File: src/common/counter_channel_pkg.sv
// Constants, types and register map for the counter channel
package counter_channel_pkg;

  // Register bus shape
  localparam int ADDR_W = 4;
  localparam int DATA_W = 32;
  localparam int DEB_W = 20;

  // Register byte offsets
  localparam logic [3:0] CONFIG_OFFSET = 4'h0;
  localparam logic [3:0] DEBOUNCE_OFFSET = 4'h4;
  localparam logic [3:0] RESULT_OFFSET = 4'h8;
  localparam logic [3:0] COUNT_OFFSET = 4'hc;

  // Mode codes in the config mode field
  localparam logic [2:0] MODE_CODE_COUNT = 3'h0;
  localparam logic [2:0] MODE_CODE_TOTALIZE = 3'h1;
  localparam logic [2:0] MODE_CODE_PERIOD = 3'h2;
  localparam logic [2:0] MODE_CODE_PULSE = 3'h3;
  localparam logic [2:0] MODE_CODE_TIMING = 3'h4;
  localparam logic [2:0] MODE_CODE_ENCODER = 3'h5;

  // Quadrature resolution codes
  localparam logic [1:0] QUAD_1X = 2'h0;
  localparam logic [1:0] QUAD_2X = 2'h1;
  localparam logic [1:0] QUAD_4X = 2'h2;

  // Config register layout, bit 0 upward is mode
  typedef struct packed {
    logic [18:0] rsvd;
    logic sec_rise;
    logic [1:0] quad_res;
    logic [1:0] intervals;
    logic [1:0] tick_sel;
    logic deb_after;
    logic edge_rise;
    logic wide;
    logic [2:0] mode;
  } cfg_s;

  localparam logic [31:0] CONFIG_RESET = 32'h0000_0010;
  localparam logic [DEB_W-1:0] DEBOUNCE_RESET = 20'h00000;

  // Clock and reference timing
  localparam int CLK_PERIOD_NS = 25;
  localparam int REF_PERIOD_NS = 20;
  localparam logic [5:0] CLK_STEP = 6'(CLK_PERIOD_NS);
  localparam logic [5:0] REF_STEP = 6'(REF_PERIOD_NS);

  // Tick sizes in reference periods: 20 ns, 200 ns, 2 us, 20 us
  localparam logic [9:0] TICK_DIV_20NS = 10'd1;
  localparam logic [9:0] TICK_DIV_200NS = 10'd10;
  localparam logic [9:0] TICK_DIV_2US = 10'd100;
  localparam logic [9:0] TICK_DIV_20US = 10'd1000;

  // Periods per period measurement
  localparam logic [9:0] PERIODS_1 = 10'd1;
  localparam logic [9:0] PERIODS_10 = 10'd10;
  localparam logic [9:0] PERIODS_100 = 10'd100;
  localparam logic [9:0] PERIODS_1000 = 10'd1000;

  // Counter ceilings
  localparam logic [31:0] MAX_NARROW = 32'h0000_ffff;
  localparam logic [31:0] MAX_WIDE = 32'hffff_ffff;

  // Channel positions that may decode quadrature
  localparam int QUAD_FIRST_CH = 0;
  localparam int QUAD_FIFTH_CH = 4;

  typedef enum logic [2:0] {
    MODE_COUNT,
    MODE_TOTALIZE,
    MODE_PERIOD,
    MODE_PULSE,
    MODE_TIMING,
    MODE_ENCODER
  } mode_e;

  // Per-scan answer to the main unit
  typedef struct packed {
    logic valid;
    logic [31:0] data;
  } scan_s;

endpackage

File: src/design/multimode_counter_channel.sv
// One multimode counter/timer channel with its register port
`timescale 1ns/1ps
module multimode_counter_channel
  import counter_channel_pkg::*;
#(
  parameter int CHANNEL_INDEX = 0
) (
  input wire logic clk,
  input wire logic rst_b,
  input wire logic [ADDR_W-1:0] reg_addr,
  input wire logic [DATA_W-1:0] reg_wdata,
  input wire logic reg_wr,
  input wire logic reg_rd,
  output logic [DATA_W-1:0] reg_rdata,
  input wire logic main_in,
  input wire logic phase_b_in,
  input wire logic index_in,
  input wire logic second_in,
  input wire logic scan_strobe,
  output scan_s scan_out
);

  localparam bit QUAD_OK = (CHANNEL_INDEX == QUAD_FIRST_CH) || (CHANNEL_INDEX == QUAD_FIFTH_CH);

  function automatic mode_e decode_mode(input logic [2:0] code);
    mode_e m;
    m = MODE_COUNT;
    unique case (code)
      MODE_CODE_COUNT: m = MODE_COUNT;
      MODE_CODE_TOTALIZE: m = MODE_TOTALIZE;
      MODE_CODE_PERIOD: m = MODE_PERIOD;
      MODE_CODE_PULSE: m = MODE_PULSE;
      MODE_CODE_TIMING: m = MODE_TIMING;
      MODE_CODE_ENCODER: m = QUAD_OK ? MODE_ENCODER : MODE_COUNT;
      default: m = MODE_COUNT;
    endcase
    return m;
  endfunction

  function automatic logic [9:0] decade(input logic [1:0] sel, input logic [9:0] v1,
                                        input logic [9:0] v10, input logic [9:0] v100,
                                        input logic [9:0] v1000);
    logic [9:0] r;
    r = v1;
    unique case (sel)
      2'h0: r = v1;
      2'h1: r = v10;
      2'h2: r = v100;
      2'h3: r = v1000;
    endcase
    return r;
  endfunction

  function automatic logic [31:0] sat_add(input logic [31:0] v, input logic [1:0] inc,
                                          input logic [31:0] lim);
    logic [32:0] s;
    s = {1'b0, v} + {31'h0, inc};
    return (s > {1'b0, lim}) ? lim : s[31:0];
  endfunction

  // Registers
  cfg_s cfg_reg;
  logic [DEB_W-1:0] deb_time_reg;
  logic cfg_wr;
  mode_e mode;
  logic [31:0] cnt_max;

  assign cfg_wr = reg_wr && (reg_addr == CONFIG_OFFSET);
  assign mode = decode_mode(cfg_reg.mode);
  assign cnt_max = cfg_reg.wide ? MAX_WIDE : MAX_NARROW;

  always_ff @(posedge clk) begin
    if (!rst_b) begin
      cfg_reg <= cfg_s'(CONFIG_RESET);
      deb_time_reg <= DEBOUNCE_RESET;
    end else if (reg_wr) begin
      if (reg_addr == CONFIG_OFFSET) begin
        cfg_reg <= cfg_s'(reg_wdata);
        cfg_reg.rsvd <= '0;
      end
      if (reg_addr == DEBOUNCE_OFFSET) begin
        deb_time_reg <= reg_wdata[DEB_W-1:0];
      end
    end
  end

  // Debounce of the main input
  logic [DEB_W-1:0] quiet_cnt_reg;
  logic raw_prev_reg, settled_reg, deb_out_reg, deb_prev_reg, stable;

  assign stable = (main_in == raw_prev_reg) && (quiet_cnt_reg == deb_time_reg);

  always_ff @(posedge clk) begin
    if (!rst_b) begin
      raw_prev_reg <= 1'b0;
      quiet_cnt_reg <= '0;
    end else begin
      raw_prev_reg <= main_in;
      if (main_in != raw_prev_reg) begin
        quiet_cnt_reg <= '0;
      end else if (quiet_cnt_reg != deb_time_reg) begin
        quiet_cnt_reg <= quiet_cnt_reg + 1'b1;
      end
    end
  end

  always_ff @(posedge clk) begin
    if (!rst_b) begin
      deb_out_reg <= 1'b0;
      settled_reg <= 1'b1;
    end else if (cfg_reg.deb_after) begin
      settled_reg <= 1'b1;
      if (main_in != deb_out_reg && stable) begin
        deb_out_reg <= main_in;
      end
    end else if (main_in != deb_out_reg && settled_reg) begin
      deb_out_reg <= main_in;
      settled_reg <= 1'b0;
    end else if (stable) begin
      settled_reg <= 1'b1;
    end
  end

  // Edge detection
  // Second input delayed once so both edges see the same latency
  logic sec_dly_reg, sec_prev_reg, rise, fall, qual_edge, opp_edge, sec_edge;

  always_ff @(posedge clk) begin
    if (!rst_b) begin
      deb_prev_reg <= 1'b0;
      sec_dly_reg <= 1'b0;
      sec_prev_reg <= 1'b0;
    end else begin
      deb_prev_reg <= deb_out_reg;
      sec_dly_reg <= second_in;
      sec_prev_reg <= sec_dly_reg;
    end
  end

  assign rise = deb_out_reg && !deb_prev_reg;
  assign fall = !deb_out_reg && deb_prev_reg;
  assign qual_edge = cfg_reg.edge_rise ? rise : fall;
  assign opp_edge = cfg_reg.edge_rise ? fall : rise;
  assign sec_edge = cfg_reg.sec_rise ? (sec_dly_reg && !sec_prev_reg) :
                                       (!sec_dly_reg && sec_prev_reg);

  // Reference time base: 20 ns units gained per 25 ns clock
  logic [4:0] ref_acc_reg;
  logic [5:0] ref_sum;
  logic [9:0] pre_reg, tick_div;
  logic [10:0] pre_sum;
  logic [1:0] units, tick_inc;

  always_comb begin
    ref_sum = {1'b0, ref_acc_reg} + CLK_STEP;
    units = (ref_sum >= (REF_STEP << 1)) ? 2'd2 : 2'd1;
    tick_div = decade(cfg_reg.tick_sel, TICK_DIV_20NS, TICK_DIV_200NS,
                      TICK_DIV_2US, TICK_DIV_20US);
    pre_sum = {1'b0, pre_reg} + {9'h0, units};
    if (tick_div == TICK_DIV_20NS) begin
      tick_inc = units;
    end else begin
      tick_inc = (pre_sum >= {1'b0, tick_div}) ? 2'd1 : 2'd0;
    end
  end

  always_ff @(posedge clk) begin
    if (!rst_b) begin
      ref_acc_reg <= '0;
    end else if (units == 2'd2) begin
      ref_acc_reg <= 5'(ref_sum - (REF_STEP << 1));
    end else begin
      ref_acc_reg <= 5'(ref_sum - REF_STEP);
    end
  end

  always_ff @(posedge clk) begin
    if (!rst_b || cfg_wr) begin
      pre_reg <= '0;
    end else if (tick_div == TICK_DIV_20NS) begin
      pre_reg <= '0;
    end else if (pre_sum >= {1'b0, tick_div}) begin
      pre_reg <= 10'(pre_sum - {1'b0, tick_div});
    end else begin
      pre_reg <= pre_sum[9:0];
    end
  end

  // Quadrature decoding from raw phase inputs
  logic a_prev_reg, b_prev_reg, z_prev_reg, a_chg, b_chg, quad_step, quad_up;

  always_ff @(posedge clk) begin
    if (!rst_b) begin
      a_prev_reg <= 1'b0;
      b_prev_reg <= 1'b0;
      z_prev_reg <= 1'b0;
    end else begin
      a_prev_reg <= main_in;
      b_prev_reg <= phase_b_in;
      z_prev_reg <= index_in;
    end
  end

  assign a_chg = main_in != a_prev_reg;
  assign b_chg = phase_b_in != b_prev_reg;

  always_comb begin
    quad_step = 1'b0;
    quad_up = 1'b0;
    unique case (cfg_reg.quad_res)
      QUAD_1X: begin
        quad_step = main_in && !a_prev_reg && !b_chg;
        quad_up = !phase_b_in;
      end
      QUAD_2X: begin
        quad_step = a_chg && !b_chg;
        quad_up = main_in != phase_b_in;
      end
      default: begin
        quad_step = a_chg ^ b_chg;
        quad_up = a_chg ? (main_in != phase_b_in) : (main_in == phase_b_in);
      end
    endcase
  end

  // Measurement core
  logic [31:0] cnt_reg, result_reg, time_next, wrap_inc;
  logic running_reg;
  logic [9:0] per_n_reg, per_target;

  assign per_target = decade(cfg_reg.intervals, PERIODS_1, PERIODS_10,
                             PERIODS_100, PERIODS_1000);
  assign time_next = sat_add(cnt_reg, tick_inc, cnt_max);
  assign wrap_inc = (cnt_reg + 32'h1) & cnt_max;

  always_ff @(posedge clk) begin
    if (!rst_b || cfg_wr) begin
      cnt_reg <= '0;
      result_reg <= '0;
      running_reg <= 1'b0;
      per_n_reg <= '0;
    end else begin
      unique case (mode)
        MODE_COUNT: begin
          if (scan_strobe) begin
            result_reg <= cnt_reg;
            cnt_reg <= qual_edge ? 32'h1 : 32'h0;
          end else if (qual_edge) begin
            cnt_reg <= wrap_inc;
          end
        end
        MODE_TOTALIZE: begin
          if (qual_edge) begin
            cnt_reg <= wrap_inc;
          end
          result_reg <= cnt_reg;
        end
        MODE_PERIOD: begin
          if (qual_edge && !running_reg) begin
            running_reg <= 1'b1;
            cnt_reg <= '0;
            per_n_reg <= '0;
          end else if (qual_edge && (per_n_reg + 10'd1 == per_target)) begin
            result_reg <= time_next;
            cnt_reg <= '0;
            per_n_reg <= '0;
          end else begin
            if (qual_edge) begin
              per_n_reg <= per_n_reg + 10'd1;
            end
            if (running_reg) begin
              cnt_reg <= time_next;
            end
          end
        end
        MODE_PULSE: begin
          if (qual_edge) begin
            running_reg <= 1'b1;
            cnt_reg <= '0;
          end else if (opp_edge && running_reg) begin
            result_reg <= time_next;
            cnt_reg <= '0;
          end else if (running_reg) begin
            cnt_reg <= time_next;
          end
        end
        MODE_TIMING: begin
          if (sec_edge && running_reg) begin
            result_reg <= time_next;
            cnt_reg <= '0;
            running_reg <= 1'b0;
          end else if (qual_edge && !running_reg) begin
            running_reg <= 1'b1;
            cnt_reg <= '0;
          end else if (running_reg) begin
            cnt_reg <= time_next;
          end
        end
        MODE_ENCODER: begin
          if (index_in && !z_prev_reg) begin
            cnt_reg <= '0;
          end else if (quad_step) begin
            cnt_reg <= (quad_up ? cnt_reg + 32'h1 : cnt_reg - 32'h1) & cnt_max;
          end
          result_reg <= cnt_reg;
        end
      endcase
    end
  end

  // Scan answer: count held just before clearing in count mode, live count in totalize and encoder, else latest result
  always_ff @(posedge clk) begin
    if (!rst_b) begin
      scan_out <= '0;
    end else begin
      scan_out.valid <= scan_strobe;
      if (scan_strobe) begin
        if (mode == MODE_COUNT || mode == MODE_TOTALIZE || mode == MODE_ENCODER) begin
          scan_out.data <= cnt_reg;
        end else begin
          scan_out.data <= result_reg;
        end
      end
    end
  end

  // Register read port, data in the following cycle
  always_ff @(posedge clk) begin
    if (!rst_b) begin
      reg_rdata <= '0;
    end else if (reg_rd) begin
      unique case (reg_addr)
        CONFIG_OFFSET: reg_rdata <= 32'(cfg_reg);
        DEBOUNCE_OFFSET: reg_rdata <= {12'h000, deb_time_reg};
        RESULT_OFFSET: reg_rdata <= result_reg;
        COUNT_OFFSET: reg_rdata <= cnt_reg;
        default: reg_rdata <= '0;
      endcase
    end else begin
      reg_rdata <= '0;
    end
  end

endmodule // multimode_counter_channel

File: config.mk
export PLATFORM = sky130hd
export DESIGN_NAME = multimode_counter_channel
export DESIGN_NICKNAME = d
export VERILOG_FILES = /design/src/common/counter_channel_pkg.sv /design/src/design/multimode_counter_channel.sv
export SDC_FILE = /design/constraint.sdc
export NUM_CORES = 1
export LEC_CHECK = 0
export ABC_AREA = 0
export BUFFER_PORTS_ARGS = -buffer_cell sky130_fd_sc_hd__buf_4
export CAP_MARGIN = 20
export CORE_UTILIZATION = 40
export CTS_CLUSTER_SIZE = 12
export DETAILED_ROUTE_END_ITERATION = 7
export HOLD_SLACK_MARGIN = 0.12
export SYNTH_ARGS = -nofsm -noshare
export SYNTH_HDL_FRONTEND = slang
export SYNTH_SLANG_ARGS = --single-unit
File: constraint.sdc
create_clock -name clk -period 8.85 [get_ports clk]
set_input_delay 0 -clock clk [delete_from_list [all_inputs] [get_ports clk]]
set_output_delay 0 -clock clk [all_outputs]
set_load 0.005 [all_outputs]
After elaboration in Yosys (flattened, before gate mapping)
Index checks and enable logic that the tools add are counted.

word-level totals
  register bits after elaboration = 216
  bits of input ports = 45
  output and inout bits = 65
  word-level logic and storage cells = 184

cells by class
  $add $sub $neg = 10
  $lt $le $gt $ge = 3
  equality and inequality tests = 40
  mux-type cells = 51
  bitwise operators = 4
  reduce and logical (&&, ||, !) cells = 49

operators by type and width
  kind                                                 count
  2-to-1 mux 32 bit                                    21
  case mux 32 bit (6 select lines)                     1
  case mux 32 bit (5 select lines)                     1
  case mux 32 bit (4 select lines)                     1
  case mux 10 bit (4 select lines)                     2
  bitwise AND 32 bit                                   2
  2-to-1 mux 10 bit                                    4
  adder 32 x 2 -> 33 bit                               1
  > comparator 33 x 32 -> 1 bit                        1
  adder 32 x 1 -> 32 bit (second input constant)       1
  subtractor 32 x 1 -> 32 bit (second input constant)  1
  adder 20 x 1 -> 20 bit (second input constant)       1
  == test 20 bit                                       1
  inequality test 20 bit                               1
  logical AND 1 bit                                    16
  case mux 3 bit (5 select lines)                      1
  2-to-1 mux 1 bit                                     14
  inequality test 2 bit (second input constant)        7
  == test 3 x 2 -> 1 bit (second input constant)       4
  == test 3 bit (second input constant)                4
  AND reduction 2 bit                                  6
  adder 10 x 2 -> 11 bit                               1
  greater-or-equal comparator 11 x 10 -> 1 bit         1
  adder 10 x 1 -> 10 bit (second input constant)       1
  31 further kinds                                     63

Logic depth before layout (Yosys ltp)
  depth after elaboration = 14
  gate-level depth with buffers = 39
  mapped depth without buffers = 36

Worst setup path before layout
No wires, ideal clock.

  kind = flip-flop to flip-flop
  from = register ref_acc_reg[0]
  to = register cnt_reg[28]
  setup time = 0.060 ns
  data arrival time = 8.313 ns
  data required time = 8.790 ns
  setup slack = 0.477 ns
  stages on the path, launching flop included = 38
  path buffers = 1
  period minus slack after synthesis = 8.373 ns
  cells stage by stage = dfxtp_1 ha_1 xnor2_1 ha_1 nand2_1 and2_1 o21ai_0 o22a_1 inv_1 ha_1 fa_1 nand2_1 nor2_1 xor2_1 ha_1 nand4_1 o31ai_1 o32ai_1 [... 2 more ...] a21oi_1 ha_1 fa_1 buf_6 inv_1 or3_1 nor4_1 nand2_1 xnor2_1 ha_1 nand4_1 or4_1 or4b_1 a211oi_2 nand4_2 a2111o_1 a311oi_2 o221a_1

on the way
  word-level cells in the longest chain between the ends = 14
  elaborated cells between the ends (all ways) = 18
  classes of those cells = 3 x add/sub; 3 x order compare; 12 x mux

RTL lines
  item                                          line                                                                                                  source
  start: declaration                            multimode_counter_channel.sv:148                                                                      logic [4:0] ref_acc_reg;
  start signal: assignment                      multimode_counter_channel.sv:171                                                                      ref_acc_reg <= 5'(ref_sum - (REF_STEP << 1));
  start signal: assignment                      multimode_counter_channel.sv:173                                                                      ref_acc_reg <= 5'(ref_sum - REF_STEP);
  adder 5 x 5 -> 6 bit *                        multimode_counter_channel.sv:155                                                                      ref_sum = {1'b0, ref_acc_reg} + CLK_STEP;
  greater-or-equal comparator 6 bit *           multimode_counter_channel.sv:156                                                                      units = (ref_sum >= (REF_STEP << 1)) ? 2'd2 : 2'd1;
  2-to-1 mux 2 bit *                            multimode_counter_channel.sv:156
  adder 10 x 2 -> 11 bit                        multimode_counter_channel.sv:159                                                                      pre_sum = {1'b0, pre_reg} + {9'h0, units};
  greater-or-equal comparator 11 x 10 -> 1 bit  multimode_counter_channel.sv:163                                                                      tick_inc = (pre_sum >= {1'b0, tick_div}) ? 2'd1 : 2'd0;
  2-to-1 mux 1 bit                              multimode_counter_channel.sv:163
  2-to-1 mux 2 bit *                            multimode_counter_channel.sv:160                                                                      if (tick_div == TICK_DIV_20NS) begin
  adder 32 x 2 -> 33 bit *                      multimode_counter_channel.sv:57                                                                       s = {1'b0, v} + {31'h0, inc};
  > comparator 33 x 32 -> 1 bit                 multimode_counter_channel.sv:58                                                                       return (s > {1'b0, lim}) ? lim : s[31:0];
  2-to-1 mux 32 bit *                           multimode_counter_channel.sv:58
  2-to-1 mux 32 bit *                           multimode_counter_channel.sv:271, multimode_counter_channel.sv:283, multimode_counter_channel.sv:295
  2-to-1 mux 32 bit (on tied branches)          multimode_counter_channel.sv:292, multimode_counter_channel.sv:263, multimode_counter_channel.sv:280
  2-to-1 mux 32 bit (on tied branches)          multimode_counter_channel.sv:288, multimode_counter_channel.sv:259, multimode_counter_channel.sv:277
  case mux 32 bit (6 select lines) *            multimode_counter_channel.sv:243                                                                      unique case (mode)
  end signal: assignment                        multimode_counter_channel.sv:272                                                                      cnt_reg <= time_next;
  end signal: assignment                        multimode_counter_channel.sv:284                                                                      cnt_reg <= time_next;
  end signal: assignment                        multimode_counter_channel.sv:296                                                                      cnt_reg <= time_next;
  end: declaration                              multimode_counter_channel.sv:227                                                                      logic [31:0] cnt_reg, result_reg, time_next, wrap_inc;

Every way passes the cells marked *; elsewhere a longest branch is shown, timed or not.
A chain may end at the register's enable or synchronous reset.

Worst setup path in the final report
  from = register ref_acc_reg[2]
  to = register cnt_reg[28]

Same word-level chain as after synthesis.

==> summary.txt <==
Timing
  – Top achievable clock speed: 0.1176 GHz
  – Fin crit period: 8.500 ns
  – Worst Setup Slack, final: 0.3498 ns
  – Final Setup Violations: 0
  – Fin Hold WS: 0.2032 ns
  – Final slew viol count: 0
  – Fin. Hold Viols: 0
  – Setup TNS: 0 ns
  – Final period util: 0.9605
  – Post-route clock skew: 0.01078 ns
  – Worst-Margin Slew: 1.047 ns
  – Slew headroom: 0.2958

CTS
  – TritonCTS Buffers: 26
  – Clock Path Buffers: 3
  – Reg clk slew, reported paths: 0.07 ns
  – CTS tree: yes
  – TritonCTS Sinks: 216
  – Worst-Skew Late Latency: 0.56 ns
  – H-tree Lvls: 1
  – CTS root buf: clkbuf_16

Worst setup path
  – Family with the most delay on the worst path: simple AND/OR/NAND/NOR gates
  – WS Path Type: reg -> reg
  – Crit path DAT: 9.01 ns
  – Critical Path RT: 9.36 ns
  – Buf/Inv on CP: 4
  – Worst-path fanout max: 6
  – CP Capture Type: register
  – Worst Setup Start Kind: register
  – Cell repeated most along the worst path: ha_1
  – Slowest CP cell: or4b_1
  – CP max stage delay: 0.54 ns

Die
  – Total core area: 37,670 sq um
  – Die X-Extent: 197.7 um
  – Initial Utilization: 0.4066
  – Row Count: 71
  – Die ar.: 39,070 sq um
  – Die Ht: 197.7 um
  – Ports: 110

Finish
  – Design area: 17,950 sq um
  – Area growth, synth to finish: 17.22%
  – N_diodes: 0
  – # nets final: 2,180
  – Most flops, register: scan_out
  – Final Non-Filler Cells: 2,622
  – Core Util, Final: 0.4766
  – Filler cell count: 3,814
  – Layout cell share with drive strength beyond 1: 0.1345
  – Max reg flops: 33

GRT
  – Largest net degree at the start of global routing: 83
  – Vias in the first global route: 15,560
  – Remaining Overflow, GRT: 0
  – Antenna violations before repair: 0
  – GRT Util Overall: 0.2977
  – Global-route wire length before repair: 90,800 um

Logic synthesis
  – Seq/Total Area, Yosys: 0.2824
  – Number of enable flip-flop cells after synthesis: 0
  – Main area contributors after synthesis: dfxtp_1, nand2_1, a21oi_1, xnor2_1, o21ai_0
  – Synth cell types: 103
  – Ys async rst share: 0
  – Top FF cell, synth: dfxtp_1
  – Syn Std Cell Area: 15,310 sq um
  – #FFs+latches synth: 216
  – Synth Warn #: 0
  – Synth top area share: 0.2824
  – Post-Syn Area per Cell: 7.604 sq um
  – Syn nets: 2,102
  – Synthesized instance count: 2,014
  – Largest area contributor in the netlist: dfxtp_1

Drt
  – Met3 routed WL: 5213 um
  – # DRC: 0
  – Met2 WL: 25,510 um
  – Vias per cell: 6.228
  – Initial DRC Count: 1,774
  – Max Used Layer: met4
  – Drt first pass iters: 5
  – DR WL/cell: 22.42 um
  – DRT antenna net count: 0
  – Routed via count: 16,330
  – Post-Route WL: 58,790 um
  – Metal-1 WL: 25,390 um

Pwr
  – Overall Power: 2.690 mW
  – Peak supply drop: 0.0001938 V
  – P_leak: 6.974 nW
  – Cell area power density: 149.9 nW/um^2

Run status
  – Status: finished, final reports clean

Placement
  – Placed cell count: 2,524
  – Dpl cell area: 16,510 sq um
  – Dpl hpwl: 40,860 um
  – Place WS: 0.09515 ns
  – Gpl congestion: 1.070
  – IO Port Bufs: 97

Worst hold path
  – Hold WC Path Type: in -> reg

Job
  – Max_cap viols: 0
==> path summary, 6_finish.rpt <==
kind                                   from                   endpoint  slack [ns]  depth (start not counted)
setup / recovery  ref_acc_reg[2]$_SDFF_PN0_   cnt_reg[28]$_SDFFE_PP0P_        0.35                         37
hold / removal                     index_in      z_prev_reg$_SDFF_PN0_        0.20                          3
setup reg to reg  ref_acc_reg[2]$_SDFF_PN0_   cnt_reg[28]$_SDFFE_PP0P_        0.35                         37
hold reg to reg   ref_acc_reg[0]$_SDFF_PN0_  ref_acc_reg[0]$_SDFF_PN0_        0.44                          1
==> tightest hold or removal path, cell delays in order <==
cell and delay [ns]:
dlygate4sd3_1 0.52, buf_4 0.10, and2_1 0.10
==> metal layers <==
metal | up-vias | GRT usage
met5 | - | 0
met3 | 154 | 0.04371
met1 | 7813 | 0.4095
met2 | 779 | 0.4589
met4 | 0 | 0.1326
li1 | 7584 | -
==> power by group <==
part	switching [mW]	internal, mW
combinational	0.329	0.236
clock	0.461	0.637
sequential	0.0277	1.00
total	0.817	1.87
==> cell families (layout without fill, tap and decap cells) <==
family,count (synthesis),after routing,share of synthesized area
AND/OR/NAND/NOR,750,750,0.2425
flip-flops,216,216,0.2824
multiplexers,45,45,0.02966
AO/OA/AOI/OAI,640,640,0.2836
buffers and inverters,206,303,0.06005
XOR/XNOR,113,113,0.06462
adder cells (fa/ha/maj),44,44,0.03726
==> area by class of cell <==
type / instances / area (sq um) / area share
Timing Repair Buffer: 223 / 1794 / 0.09994
Tap cell: 511 / 639.4 / 0.03561
Sequential cell: 216 / 4327 / 0.2410
Multi-Input combinational cell: 1592 / 10190 / 0.5678
Clock buffer: 37 / 772.0 / 0.04300
Inverter: 33 / 123.9 / 0.006900
Clock inverter: 10 / 102.6 / 0.005715
==> Yosys cell counts, drive strengths merged (13+ instances only) <==
| library cell | instances |
|---|---|
| nand2 | 261 |
| dfxtp | 216 |
| a21oi | 165 |
| clkbuf | 145 |
| nor2 | 140 |
| o21ai | 123 |
| xnor2 | 72 |
| nand3 | 64 |
| nor3 | 62 |
| a22oi | 55 |
| mux2i | 42 |
| nand4 | 42 |
| xor2 | 41 |
| ha | 40 |
| a21boi | 38 |
| o211a | 37 |
| inv | 32 |
| nor4 | 30 |
| and3 | 27 |
| buf | 27 |
| o211ai | 22 |
| or3 | 22 |
| and2 | 21 |
| a211oi | 20 |
| nor2b | 17 |
| a31oi | 15 |
| o31ai | 15 |
| or4 | 15 |
| a22o | 14 |
| a21o | 13 |
| o221ai | 13 |
==> cells in the final DEF (no fill, tap or decap), types with 26 or more instances in the layout <==
master           n
xor2_1          40
dfxtp_1        214
inv_1           32
nand3_1         62
a21boi_0        37
o21ai_0        119
a21oi_1        161
nor3_1          60
clkbuf_16       26
a22oi_1         55
xnor2_1         71
mux2i_1         42
o211a_1         37
nand2_1        258
buf_4          175
dlygate4sd3_1   48
nand4_1         38
nor2_1         134
ha_1            39
==> what timing repair did <==
action / 4_1_cts / 5_1_grt
endpoints found under the hold margin: 108 / 0
endpoints found under the setup margin: 0 / 58
hold buffers: 48 / 0
resized for setup: 0 / 17
buffers inserted: 0 / 3
Power figures use the tool's default switching activity.
